### src/inc/msi_pkg.sv
package msi_pkg;

  // Function codes and exception codes
  localparam logic [7:0]  FC_ID        = 8'h11;
  localparam logic [7:0]  FC_RW        = 8'h17;
  localparam logic [7:0]  EXC_FLAG     = 8'h80;
  localparam logic [7:0]  EXC_ILL_FN   = 8'h01;
  localparam logic [7:0]  EXC_ADDR     = 8'h02;
  localparam logic [7:0]  EXC_VALUE    = 8'h03;
  localparam logic [7:0]  EXC_FAIL     = 8'h04;
  localparam logic [7:0]  EXC_NONE     = 8'h00;

  // Report Server ID payload and reply lengths
  localparam logic [7:0]  RUN_ON       = 8'hff;
  localparam logic [7:0]  RUN_OFF      = 8'h00;
  localparam logic [7:0]  ID_BYTE_CNT  = 8'h02;
  localparam logic [7:0]  ID_RSP_LEN   = 8'h05;
  localparam logic [7:0]  EXC_RSP_LEN  = 8'h03;
  localparam logic [7:0]  RW_RSP_HDR   = 8'h03;

  // Request layout: byte positions and lengths
  localparam logic [8:0]  ID_REQ_LEN   = 9'h004;
  localparam logic [8:0]  MIN_FRAME    = 9'h004;
  // Fixed 17h bytes: eleven header bytes plus two CRC bytes
  localparam logic [8:0]  RW_FIXED_LEN = 9'h00d;
  localparam logic [7:0]  RW_RA_POS    = 8'h02;
  localparam logic [7:0]  RW_RQ_POS    = 8'h04;
  localparam logic [7:0]  RW_WA_POS    = 8'h06;
  localparam logic [7:0]  RW_WQ_POS    = 8'h08;
  localparam logic [7:0]  RW_BC_POS    = 8'h0a;
  localparam logic [7:0]  RW_DATA_OFS  = 8'h0b;

  // Quantity limits for the combined function
  localparam logic [15:0] QTY_MIN      = 16'h0001;
  localparam int unsigned QTY_MAX      = 121;

  // CRC-16, reflected polynomial
  localparam logic [15:0] CRC_INIT     = 16'hffff;
  localparam logic [15:0] CRC_POLY     = 16'ha001;

  // Register access request toward the object store
  typedef struct packed {
    logic        we;
    logic        re;
    logic [15:0] addr;
    logic [15:0] wdata;
  } msi_reg_req_t;

  typedef enum logic [2:0] {
    S_RX, S_EXEC, S_WR, S_WR_WAIT, S_RD, S_RD_WAIT, S_SEND
  } msi_state_t;

  // One byte through the CRC, LSB first
  function automatic logic [15:0] msi_crc_byte(input logic [15:0] c,
                                               input logic [7:0]  b);
    logic [15:0] r;
    r = c ^ {8'h00, b};
    for (int i = 0; i < 8; i++) begin
      r = r[0] ? ((r >> 1) ^ CRC_POLY) : (r >> 1);
    end
    return r;
  endfunction : msi_crc_byte

endpackage : msi_pkg

### src/msi_server_fn.sv
`timescale 1ns/1ps
module msi_server_fn
  import msi_pkg::*;
#(
  parameter logic [7:0]  ID_DATA   = 8'h5a, // Arbitrary identity byte
  parameter int unsigned QTY_LIMIT = QTY_MAX
) (
  // Clock and reset
  input  wire logic         clk_i,
  input  wire logic         arst_n_i,
  // Device state
  input  wire logic [7:0]   own_addr_i,
  input  wire logic         run_on_i,
  input  wire logic         dev_fault_i,
  // Received bytes from the serial front end
  input  wire logic         rx_valid_i,
  input  wire logic [7:0]   rx_data_i,
  input  wire logic         rx_end_i,
  // Bytes to transmit
  output logic              tx_valid_o,
  output logic [7:0]        tx_data_o,
  input  wire logic         tx_ready_i,
  // Object store access, answered in the strobe cycle
  output msi_reg_req_t      reg_req_o,
  input  wire logic [15:0]  reg_rdata_i,
  input  wire logic         reg_err_i
);

  // Limit must fit the 7-bit counters and the frame buffer
  if (QTY_LIMIT < 1 || QTY_LIMIT > QTY_MAX) begin : g_qty_check
    $error("QTY_LIMIT out of range");
  end

  localparam logic [15:0] QTY_TOP = 16'(QTY_LIMIT);

  logic [7:0]   rx_buf [256];
  logic [7:0]   rd_buf [256];
  msi_state_t   st_q, st_d;
  logic [8:0]   rx_len_q, rx_len_d;
  logic [15:0]  rx_crc_q, rx_crc_d, tx_crc_q, tx_crc_d, crc_nx;
  logic [6:0]   idx_q, idx_d, rq_q, rq_d, wq_q, wq_d;
  logic [15:0]  rs_q, rs_d, ws_q, ws_d, rq16, wq16;
  logic [7:0]   fc_q, fc_d, exc_q, exc_d;
  logic [7:0]   tx_len_q, tx_len_d, tx_pos_q, tx_pos_d, tx_data_q, tx_data_d;
  logic [7:0]   wofs;
  logic [8:0]   rw_len;
  logic         tx_valid_q, tx_valid_d, rx_we, rd_we, go_send, frame_ok;
  msi_reg_req_t req_q, req_d;

  // Response byte at position p, header then payload
  function automatic logic [7:0] tx_byte(input logic [7:0] p);
    logic [7:0] r;
    r = rd_buf[8'(p - RW_RSP_HDR)];
    if (p == 8'h01) begin
      r = (exc_q != EXC_NONE) ? (fc_q | EXC_FLAG) : fc_q;
    end else if (p == 8'h02) begin
      r = (exc_q != EXC_NONE) ? exc_q :
          (fc_q == FC_ID) ? ID_BYTE_CNT : {rq_q, 1'b0};
    end else if (fc_q == FC_ID) begin
      r = (p == 8'h03) ? (run_on_i ? RUN_ON : RUN_OFF) : ID_DATA;
    end
    return r;
  endfunction : tx_byte

  assign rq16     = {rx_buf[RW_RQ_POS], rx_buf[RW_RQ_POS + 8'h01]};
  assign wq16     = {rx_buf[RW_WQ_POS], rx_buf[RW_WQ_POS + 8'h01]};
  assign wofs     = RW_DATA_OFS + {idx_q, 1'b0};
  // Expected 17h frame length from its own byte count
  assign rw_len   = RW_FIXED_LEN + {1'b0, rx_buf[RW_BC_POS]};
  // CRC residue of zero means the trailing CRC matched
  assign frame_ok = (rx_crc_q == 16'h0000) && (rx_len_q >= MIN_FRAME) &&
                    !rx_len_q[8] && (rx_buf[0] == own_addr_i);

  // Frame reception, command execution and reply sequencing
  always_comb begin
    st_d = st_q;  rx_len_d = rx_len_q;  rx_crc_d = rx_crc_q;
    idx_d = idx_q;  fc_d = fc_q;  exc_d = exc_q;  rq_d = rq_q;  wq_d = wq_q;
    rs_d = rs_q;  ws_d = ws_q;  tx_len_d = tx_len_q;  tx_pos_d = tx_pos_q;
    tx_crc_d = tx_crc_q;  tx_valid_d = tx_valid_q;  tx_data_d = tx_data_q;
    req_d = '0;  rx_we = 1'b0;  rd_we = 1'b0;  go_send = 1'b0;
    crc_nx = tx_crc_q;
    unique case (st_q)
      S_RX: begin
        if (rx_valid_i && !rx_len_q[8]) begin
          rx_we    = 1'b1;
          rx_len_d = rx_len_q + 9'h001;
          rx_crc_d = msi_crc_byte(rx_crc_q, rx_data_i);
        end
        if (rx_end_i) begin
          if (frame_ok) begin
            st_d = S_EXEC;
          end else begin
            rx_len_d = '0;
            rx_crc_d = CRC_INIT;
          end
        end
      end
      S_EXEC: begin
        fc_d = rx_buf[1];  exc_d = EXC_NONE;  idx_d = '0;
        rq_d = rq16[6:0];  wq_d = wq16[6:0];
        rs_d = {rx_buf[RW_RA_POS], rx_buf[RW_RA_POS + 8'h01]};
        ws_d = {rx_buf[RW_WA_POS], rx_buf[RW_WA_POS + 8'h01]};
        rx_len_d = '0;  rx_crc_d = CRC_INIT;  st_d = S_RX;
        if (rx_buf[1] == FC_ID && rx_len_q == ID_REQ_LEN) begin
          exc_d = dev_fault_i ? EXC_FAIL : EXC_NONE;
          go_send = 1'b1;
        end else if (rx_buf[1] == FC_RW) begin
          if (dev_fault_i) begin
            exc_d = EXC_FAIL;
          end else if (rq16 < QTY_MIN || rq16 > QTY_TOP ||
                       wq16 < QTY_MIN || wq16 > QTY_TOP ||
                       rx_buf[RW_BC_POS] != {wq16[6:0], 1'b0} ||
                       rx_len_q != rw_len) begin
            exc_d = EXC_VALUE;
          end
          go_send = (exc_d != EXC_NONE);
          if (exc_d == EXC_NONE) begin
            st_d = S_WR;
          end
        end
      end
      S_WR: begin
        req_d.we    = 1'b1;
        req_d.addr  = ws_q + 16'(idx_q);
        req_d.wdata = {rx_buf[wofs], rx_buf[8'(wofs + 8'h01)]};
        st_d = S_WR_WAIT;
      end
      S_WR_WAIT: begin
        if (reg_err_i) begin
          exc_d = EXC_ADDR;
          go_send = 1'b1;
        end else if (idx_q == 7'(wq_q - 7'h01)) begin
          idx_d = '0;
          st_d = S_RD;
        end else begin
          idx_d = idx_q + 7'h01;
          st_d = S_WR;
        end
      end
      S_RD: begin
        req_d.re   = 1'b1;
        req_d.addr = rs_q + 16'(idx_q);
        st_d = S_RD_WAIT;
      end
      S_RD_WAIT: begin
        rd_we = 1'b1;
        if (reg_err_i) begin
          exc_d = EXC_ADDR;
          go_send = 1'b1;
        end else if (idx_q == 7'(rq_q - 7'h01)) begin
          go_send = 1'b1;
        end else begin
          idx_d = idx_q + 7'h01;
          st_d = S_RD;
        end
      end
      S_SEND: begin
        if (tx_ready_i) begin
          crc_nx = (tx_pos_q < tx_len_q) ?
                   msi_crc_byte(tx_crc_q, tx_data_q) : tx_crc_q;
          tx_crc_d = crc_nx;
          tx_pos_d = tx_pos_q + 8'h01;
          if (tx_pos_d < tx_len_q) begin
            tx_data_d = tx_byte(tx_pos_d);
          end else begin
            // Low CRC byte goes first
            tx_data_d = (tx_pos_d == tx_len_q) ? crc_nx[7:0] :
                        crc_nx[15:8];
          end
          if (tx_pos_q == tx_len_q + 8'h01) begin
            tx_valid_d = 1'b0;
            st_d = S_RX;
          end
        end
      end
      // Eighth code of the state word is never used
      default: st_d = S_RX;
    endcase
    // Reply start, shared by every path that answers
    if (go_send) begin
      st_d = S_SEND;  tx_pos_d = '0;  tx_crc_d = CRC_INIT;
      tx_valid_d = 1'b1;  tx_data_d = rx_buf[0];
      tx_len_d = (exc_d != EXC_NONE) ? EXC_RSP_LEN :
                 (fc_d == FC_ID) ? ID_RSP_LEN :
                 RW_RSP_HDR + {rq_q, 1'b0};
    end
  end

  // State registers
  always_ff @(posedge clk_i or negedge arst_n_i) begin
    if (!arst_n_i) begin
      st_q <= S_RX;  rx_len_q <= '0;  rx_crc_q <= CRC_INIT;  idx_q <= '0;
      fc_q <= '0;  exc_q <= '0;  rq_q <= '0;  wq_q <= '0;  rs_q <= '0;
      ws_q <= '0;  tx_len_q <= '0;  tx_pos_q <= '0;  tx_crc_q <= CRC_INIT;
      tx_valid_q <= 1'b0;  tx_data_q <= '0;  req_q <= '0;
    end else begin
      st_q <= st_d;  rx_len_q <= rx_len_d;  rx_crc_q <= rx_crc_d;
      idx_q <= idx_d;  fc_q <= fc_d;  exc_q <= exc_d;  rq_q <= rq_d;
      wq_q <= wq_d;  rs_q <= rs_d;  ws_q <= ws_d;  tx_len_q <= tx_len_d;
      tx_pos_q <= tx_pos_d;  tx_crc_q <= tx_crc_d;  tx_valid_q <= tx_valid_d;
      tx_data_q <= tx_data_d;  req_q <= req_d;
    end
  end

  // Frame and read-data memories; no reset needed, length gates use
  always_ff @(posedge clk_i) begin
    if (rx_we) begin
      rx_buf[rx_len_q[7:0]] <= rx_data_i;
    end
    if (rd_we) begin
      rd_buf[{idx_q, 1'b0}]        <= reg_rdata_i[15:8];
      rd_buf[{idx_q, 1'b0} + 8'h01] <= reg_rdata_i[7:0];
    end
  end

  assign tx_valid_o = tx_valid_q;
  assign tx_data_o  = tx_data_q;
  assign reg_req_o  = req_q;
endmodule : msi_server_fn

### config.mk
export PLATFORM = sky130hd
export DESIGN_NAME = msi_server_fn
export DESIGN_NICKNAME = d
export VERILOG_FILES = /design/src/inc/msi_pkg.sv /design/src/msi_server_fn.sv
export SDC_FILE = /design/constraint.sdc
export NUM_CORES = 2
export LEC_CHECK = 0
export BUFFER_PORTS_ARGS = -buffer_cell sky130_fd_sc_hd__buf_4
export CAP_MARGIN = 20
export CORE_UTILIZATION = 30
export DETAILED_ROUTE_END_ITERATION = 10
export GPL_TIMING_DRIVEN = 0
export MAX_ROUTING_LAYER = met4
export SYNTH_ARGS = -nofsm -noshare
export SYNTH_HDL_FRONTEND = slang
export SYNTH_SLANG_ARGS = --single-unit
### constraint.sdc
create_clock -name clk_i -period 14.5 [get_ports clk_i]
set_clock_uncertainty 0.15 [all_clocks]
set_input_delay 2.9 -clock clk_i [delete_from_list [all_inputs] [get_ports clk_i]]
set_output_delay 2.9 -clock clk_i [all_outputs]
set_load 0.03 [all_outputs]
==> results.md <==
* Endpoint type of the worst setup path: flip-flop
* Fraction of post-synthesis cell area in the top cell type by area at 72.5%
* Transition time at the pin with the least slew margin at 1280 ps
* Setup repair after global routing missed its margin: no
* Share of the yosys chip area belonging to registers at 75.0%
* Core Area at 562000 um2
* DRT antenna net count at 0
* Fin Setup TNS at 0 ps
* Syn nets at 8837
* Highest clock rate at 97.7 MHz
* Number of antenna violations at the first check in global routing at 42
* Area occupied by multi-input gates at 40200 um2
* Cell depth of the worst flop-to-flop path at 22
* Most used flip-flop cell after synthesis: sky130_fd_sc_hd__edfxtp_1
* Number of fill cells at 52300
* Most common cell type on the critical path: sky130_fd_sc_hd__buf_2
* Synth Area per Inst at 19.4 um2
* Number of buffer and inverter instances along the worst setup path at 13
* Number of top-level pins at 83
* Mapped Area at 170000 um2
* Total of buffers placed on input and output ports at 82
* Width of the die at 754 um
* Part of the total power dissipated in the clock network at 26.3%
* Worst hold start: ws_q[7]$_DFFE_PN0P_
* Rows at 275
* Starting DRT DRC Count at 13900
* Cells after synthesis at 8758
* Total number of nets in the final design at 9531
* Crit path max-delay family: buffers and inverters
* Gates resized, CTS repair at 0
* Via-per-instance ratio at 5.37
* Number of enable flip-flop cells after synthesis at 4096
* Seq pwr share at 34.4%
* Pre-antenna DRT Iters at 8
* Wire length of the first global-routing pass at 741 mm
* Hold-fix buffer count after cts at 0
* Clock tree from TritonCTS: built
* Count of final hold-check violations at 0
* DRC violations left at 0
* Layout area overhead at 16.2%
* Highest fanout seen on the critical path at 12
* Avg WL per Cell at 31.4 um
* Later-pin clock latency in the skew report at 1050 ps
* Critical path, cell by cell: buf_4 -> buf_6 -> buf_4 -> buf_2 -> inv_1 -> clkbuf_1 -> clkbuf_1 -> ha_1 -> or2_2 -> buf_2 -> buf_2 -> buf_2 -> buf_2 -> buf_2 -> buf_2 -> mux4_2 -> mux2i_1 -> mux2i_1 -> a32oi_1 -> nand3_1 -> nand4_1 -> o211ai_1
* Post-CTS Repair Setup Buffers at 0
* CTS Buffer Depth at 4
* Switching portion of total power at 38.8%
* Number of levels in the clock H-tree at 5
* Max-cap violations at 0
* Worst Hold End: ws_q[7]$_DFFE_PN0P_
* RD Place Congestion at 0.989
* Max-slew violation count at 0
* Total power density per cell area at 205 nW/um2
* Max stage delay on crit path at 860 ps
* Root buf cell: sky130_fd_sc_hd__clkbuf_16
* Critical Path Start Type: flip-flop
* Worst reg2reg path endpoint: tx_data_o[5]$_DFFE_PN0P_
* Class of the tightest hold or removal check: flip-flop to flip-flop
* Most frequent cells in the layout: sky130_fd_sc_hd__edfxtp_1 (4096), sky130_fd_sc_hd__mux4_2 (1052), sky130_fd_sc_hd__nand2_1 (853), sky130_fd_sc_hd__clkbuf_16 (403), sky130_fd_sc_hd__nor2_1 (379)
* Overall overflow remaining after global route at 0
* Relative slew margins at 14.4%
* Number of clock sinks seen by CTS at 4268
* Total clock buffers created by CTS at 399
* Cell-internal power at 24.8 mW
* Data required time of the critical path at 15240 ps
* Setup CP Type: flip-flop to flip-flop
* Fraction of synthesis flops using an asynchronous set or reset pin at 4.03%
* Standard cell with the maximum stage delay on the critical path: sky130_fd_sc_hd__clkbuf_1
* Total GRT Usage at 19.0%
* Initial cell density of the core at 30.2%
* Post-layout minimum cycle time at 10240 ps
* Unique masters post-synth at 88
* Total number of yosys warnings at 0
* Die outline height at 754 um
* Most common cell after layout, fill and taps aside: sky130_fd_sc_hd__edfxtp_1
* Maximum vdd drop at 0.000166 V
* Total Die Area at 569000 um2
* Final wirelength at 543 mm
* HPWL Detailed at 366 mm
* Fin Hold WS at 331 ps
* Number of synthesized register bits at 4268
* Leakage power of the design at 61.8 nW
* Combinational fraction of design power at 39.3%
* Outcome: completed
* Register area at 127000 um2
* CP arrival at 10990 ps
* Most area-hungry cell type in the Yosys netlist: sky130_fd_sc_hd__edfxtp_1
* Clock slew seen by the registers of the worst setup and hold paths at 70 ps
* Final count of negative-setup-slack endpoints at 0
* Crit share post-route at 70.6%
* Reg-to-reg critical path startpoint: tx_pos_q[0]$_DFFE_PN0P_
* Via count at 92800
* Number of global-route vias before repair at 90000
* Register-to-Register Setup Slack at 4260 ps
* Switch Pwr at 15.7 mW
* Count of cells along the worst hold path at 2
* Leading cell types by total area after synthesis: sky130_fd_sc_hd__edfxtp_1 (72%), sky130_fd_sc_hd__mux4_2 (14%), sky130_fd_sc_hd__dfrtp_1 (2.1%), sky130_fd_sc_hd__nand2_1 (1.9%), sky130_fd_sc_hd__nor2_1 (1.1%)
* Pin count of the biggest net entering global routing at 150
* Ratio of cells with drive above 1 in the final layout at 23.9%
## kinds of logic after synthesis
logic type / synth area share (%)
XOR/XNOR: 0.821
flip-flops: 75.0
adder cells (fa/ha/maj): 0.292
buffers and inverters: 1.49
AND/OR/NAND/NOR: 4.90
multiplexers: 14.8
AO/OA/AOI/OAI: 2.70
## power by group through the flow
stage | combinational [mW] | sequential, mW | clock (mW)
2_1_floorplan | 8.01 | 14.2 | 0
3_3_place_gp | 15.2 | 14.2 | 0
3_5_place_dp | 15.5 | 14.2 | 0
4_1_cts | 15.5 | 13.9 | 10.7
5_1_grt | 16.1 | 13.9 | 11.1
6_report | 15.9 | 13.9 | 10.6
## flip-flops by register name, summed over array words and instances, names as in the netlist
signal,count
tx_len_q,8
wq_q,7
st_q,3
rs_q,16
rx_crc_q,16
tx_valid_o,1
idx_q,7
tx_pos_q,8
fc_q,8
tx_data_o,8
ws_q,16
rx_len_q,9
exc_q,8
rq_q,7
tx_crc_q,16
rx_buf,2048
reg_req_o,34
rd_buf,2048
## area by class of cell
cell class,count,share of cell area [%]
sequential,4268,64.6
multi-input combinational,3933,20.4
clock buffer,496,5.34
tap,7479,4.75
timing repair buffer,293,2.34
clock inverter,246,1.26
buffer,515,1.21
inverter,42,0.0800
antenna,25,0.0317
## worst register-to-register path, stage by stage, from the launching register on
cell and delay [ps]:
sky130_fd_sc_hd__dfrtp_1 440, sky130_fd_sc_hd__buf_4 240, sky130_fd_sc_hd__buf_6 220, sky130_fd_sc_hd__buf_4 300, sky130_fd_sc_hd__buf_2 400, sky130_fd_sc_hd__inv_1 550, sky130_fd_sc_hd__clkbuf_1 530, sky130_fd_sc_hd__clkbuf_1 860
sky130_fd_sc_hd__ha_1 420, sky130_fd_sc_hd__or2_2 270, sky130_fd_sc_hd__buf_2 350, sky130_fd_sc_hd__buf_2 280, sky130_fd_sc_hd__buf_2 590, sky130_fd_sc_hd__buf_2 690, sky130_fd_sc_hd__buf_2 740, sky130_fd_sc_hd__buf_2 770
sky130_fd_sc_hd__mux4_2 440, sky130_fd_sc_hd__mux2i_1 180, sky130_fd_sc_hd__mux2i_1 220, sky130_fd_sc_hd__a32oi_1 660, sky130_fd_sc_hd__nand3_1 290, sky130_fd_sc_hd__nand4_1 370, sky130_fd_sc_hd__o211ai_1 140
## routing by layer
layer	global-route usage [%]	vias to the layer above	share of wire, %
li1	-	36900	-
met1	25.7	49500	40
met2	28.0	5413	45
met3	4.00	974	10
met4	7.87	0	4.8
met5	-	-	0
## through the flow
step	instances	setup slack (ps)	area [um2]	util (%)	total power, mW
detailed placement	16500	4440	184000	32.7	29.7
global route	17300	4300	197000	35.1	41.2
floorplan	8758	9430	170000	-	22.2
global placement	16300	2920	180000	32.0	29.4
CTS	17300	4410	197000	35.0	40.2
finish	17300	4260	197000	35.1	40.5
## synth_stat cells (9+ instances only)
library cell and instances:
sky130_fd_sc_hd__edfxtp_1 4096, sky130_fd_sc_hd__mux4_2 1052, sky130_fd_sc_hd__nand2_1 853, sky130_fd_sc_hd__nor2_1 509, sky130_fd_sc_hd__clkbuf_1 220, sky130_fd_sc_hd__a211oi_1 210, sky130_fd_sc_hd__buf_2 152, sky130_fd_sc_hd__nand3_1 143
sky130_fd_sc_hd__dfrtp_1 140, sky130_fd_sc_hd__mux2i_1 127, sky130_fd_sc_hd__a31oi_1 103, sky130_fd_sc_hd__xnor2_1 98, sky130_fd_sc_hd__a21oi_1 95, sky130_fd_sc_hd__buf_1 93, sky130_fd_sc_hd__nor2b_1 86, sky130_fd_sc_hd__and2_1 83
sky130_fd_sc_hd__o21ai_0 75, sky130_fd_sc_hd__and3_1 51, sky130_fd_sc_hd__nand4_1 48, sky130_fd_sc_hd__xor2_1 43, sky130_fd_sc_hd__inv_1 40, sky130_fd_sc_hd__buf_4 38, sky130_fd_sc_hd__ha_1 38, sky130_fd_sc_hd__dfstp_2 32
sky130_fd_sc_hd__nor3_1 29, sky130_fd_sc_hd__nor4_1 25, sky130_fd_sc_hd__a32oi_1 23, sky130_fd_sc_hd__o211ai_1 23, sky130_fd_sc_hd__a311oi_1 18, sky130_fd_sc_hd__o22a_1 15, sky130_fd_sc_hd__o21a_1 14, sky130_fd_sc_hd__or3_1 13
sky130_fd_sc_hd__nand2b_1 12, sky130_fd_sc_hd__buf_6 10, sky130_fd_sc_hd__nand3b_1 10, sky130_fd_sc_hd__a22oi_1 9, sky130_fd_sc_hd__o31ai_1 9
## how the worst max path moves through the flow
stage,endpoint,cells past startpoint,startpoint,slack (ps)
6_report,tx_data_o[5]$_DFFE_PN0P_,22,tx_pos_q[0]$_DFFE_PN0P_,4260
5_1_grt,tx_data_o[5]$_DFFE_PN0P_,22,tx_pos_q[0]$_DFFE_PN0P_,4300
4_1_cts,tx_data_o[5]$_DFFE_PN0P_,22,tx_pos_q[0]$_DFFE_PN0P_,4410
3_5_place_dp,tx_data_o[5]$_DFFE_PN0P_,22,tx_pos_q[0]$_DFFE_PN0P_,4440
3_3_place_gp,tx_data_o[3]$_DFFE_PN0P_,19,tx_pos_q[0]$_DFFE_PN0P_,2920
2_1_floorplan,rx_buf[135][0]$_DFFE_PP_,6,rx_valid_i,9430
No activity file was read; power rests on OpenSTA's default activity.
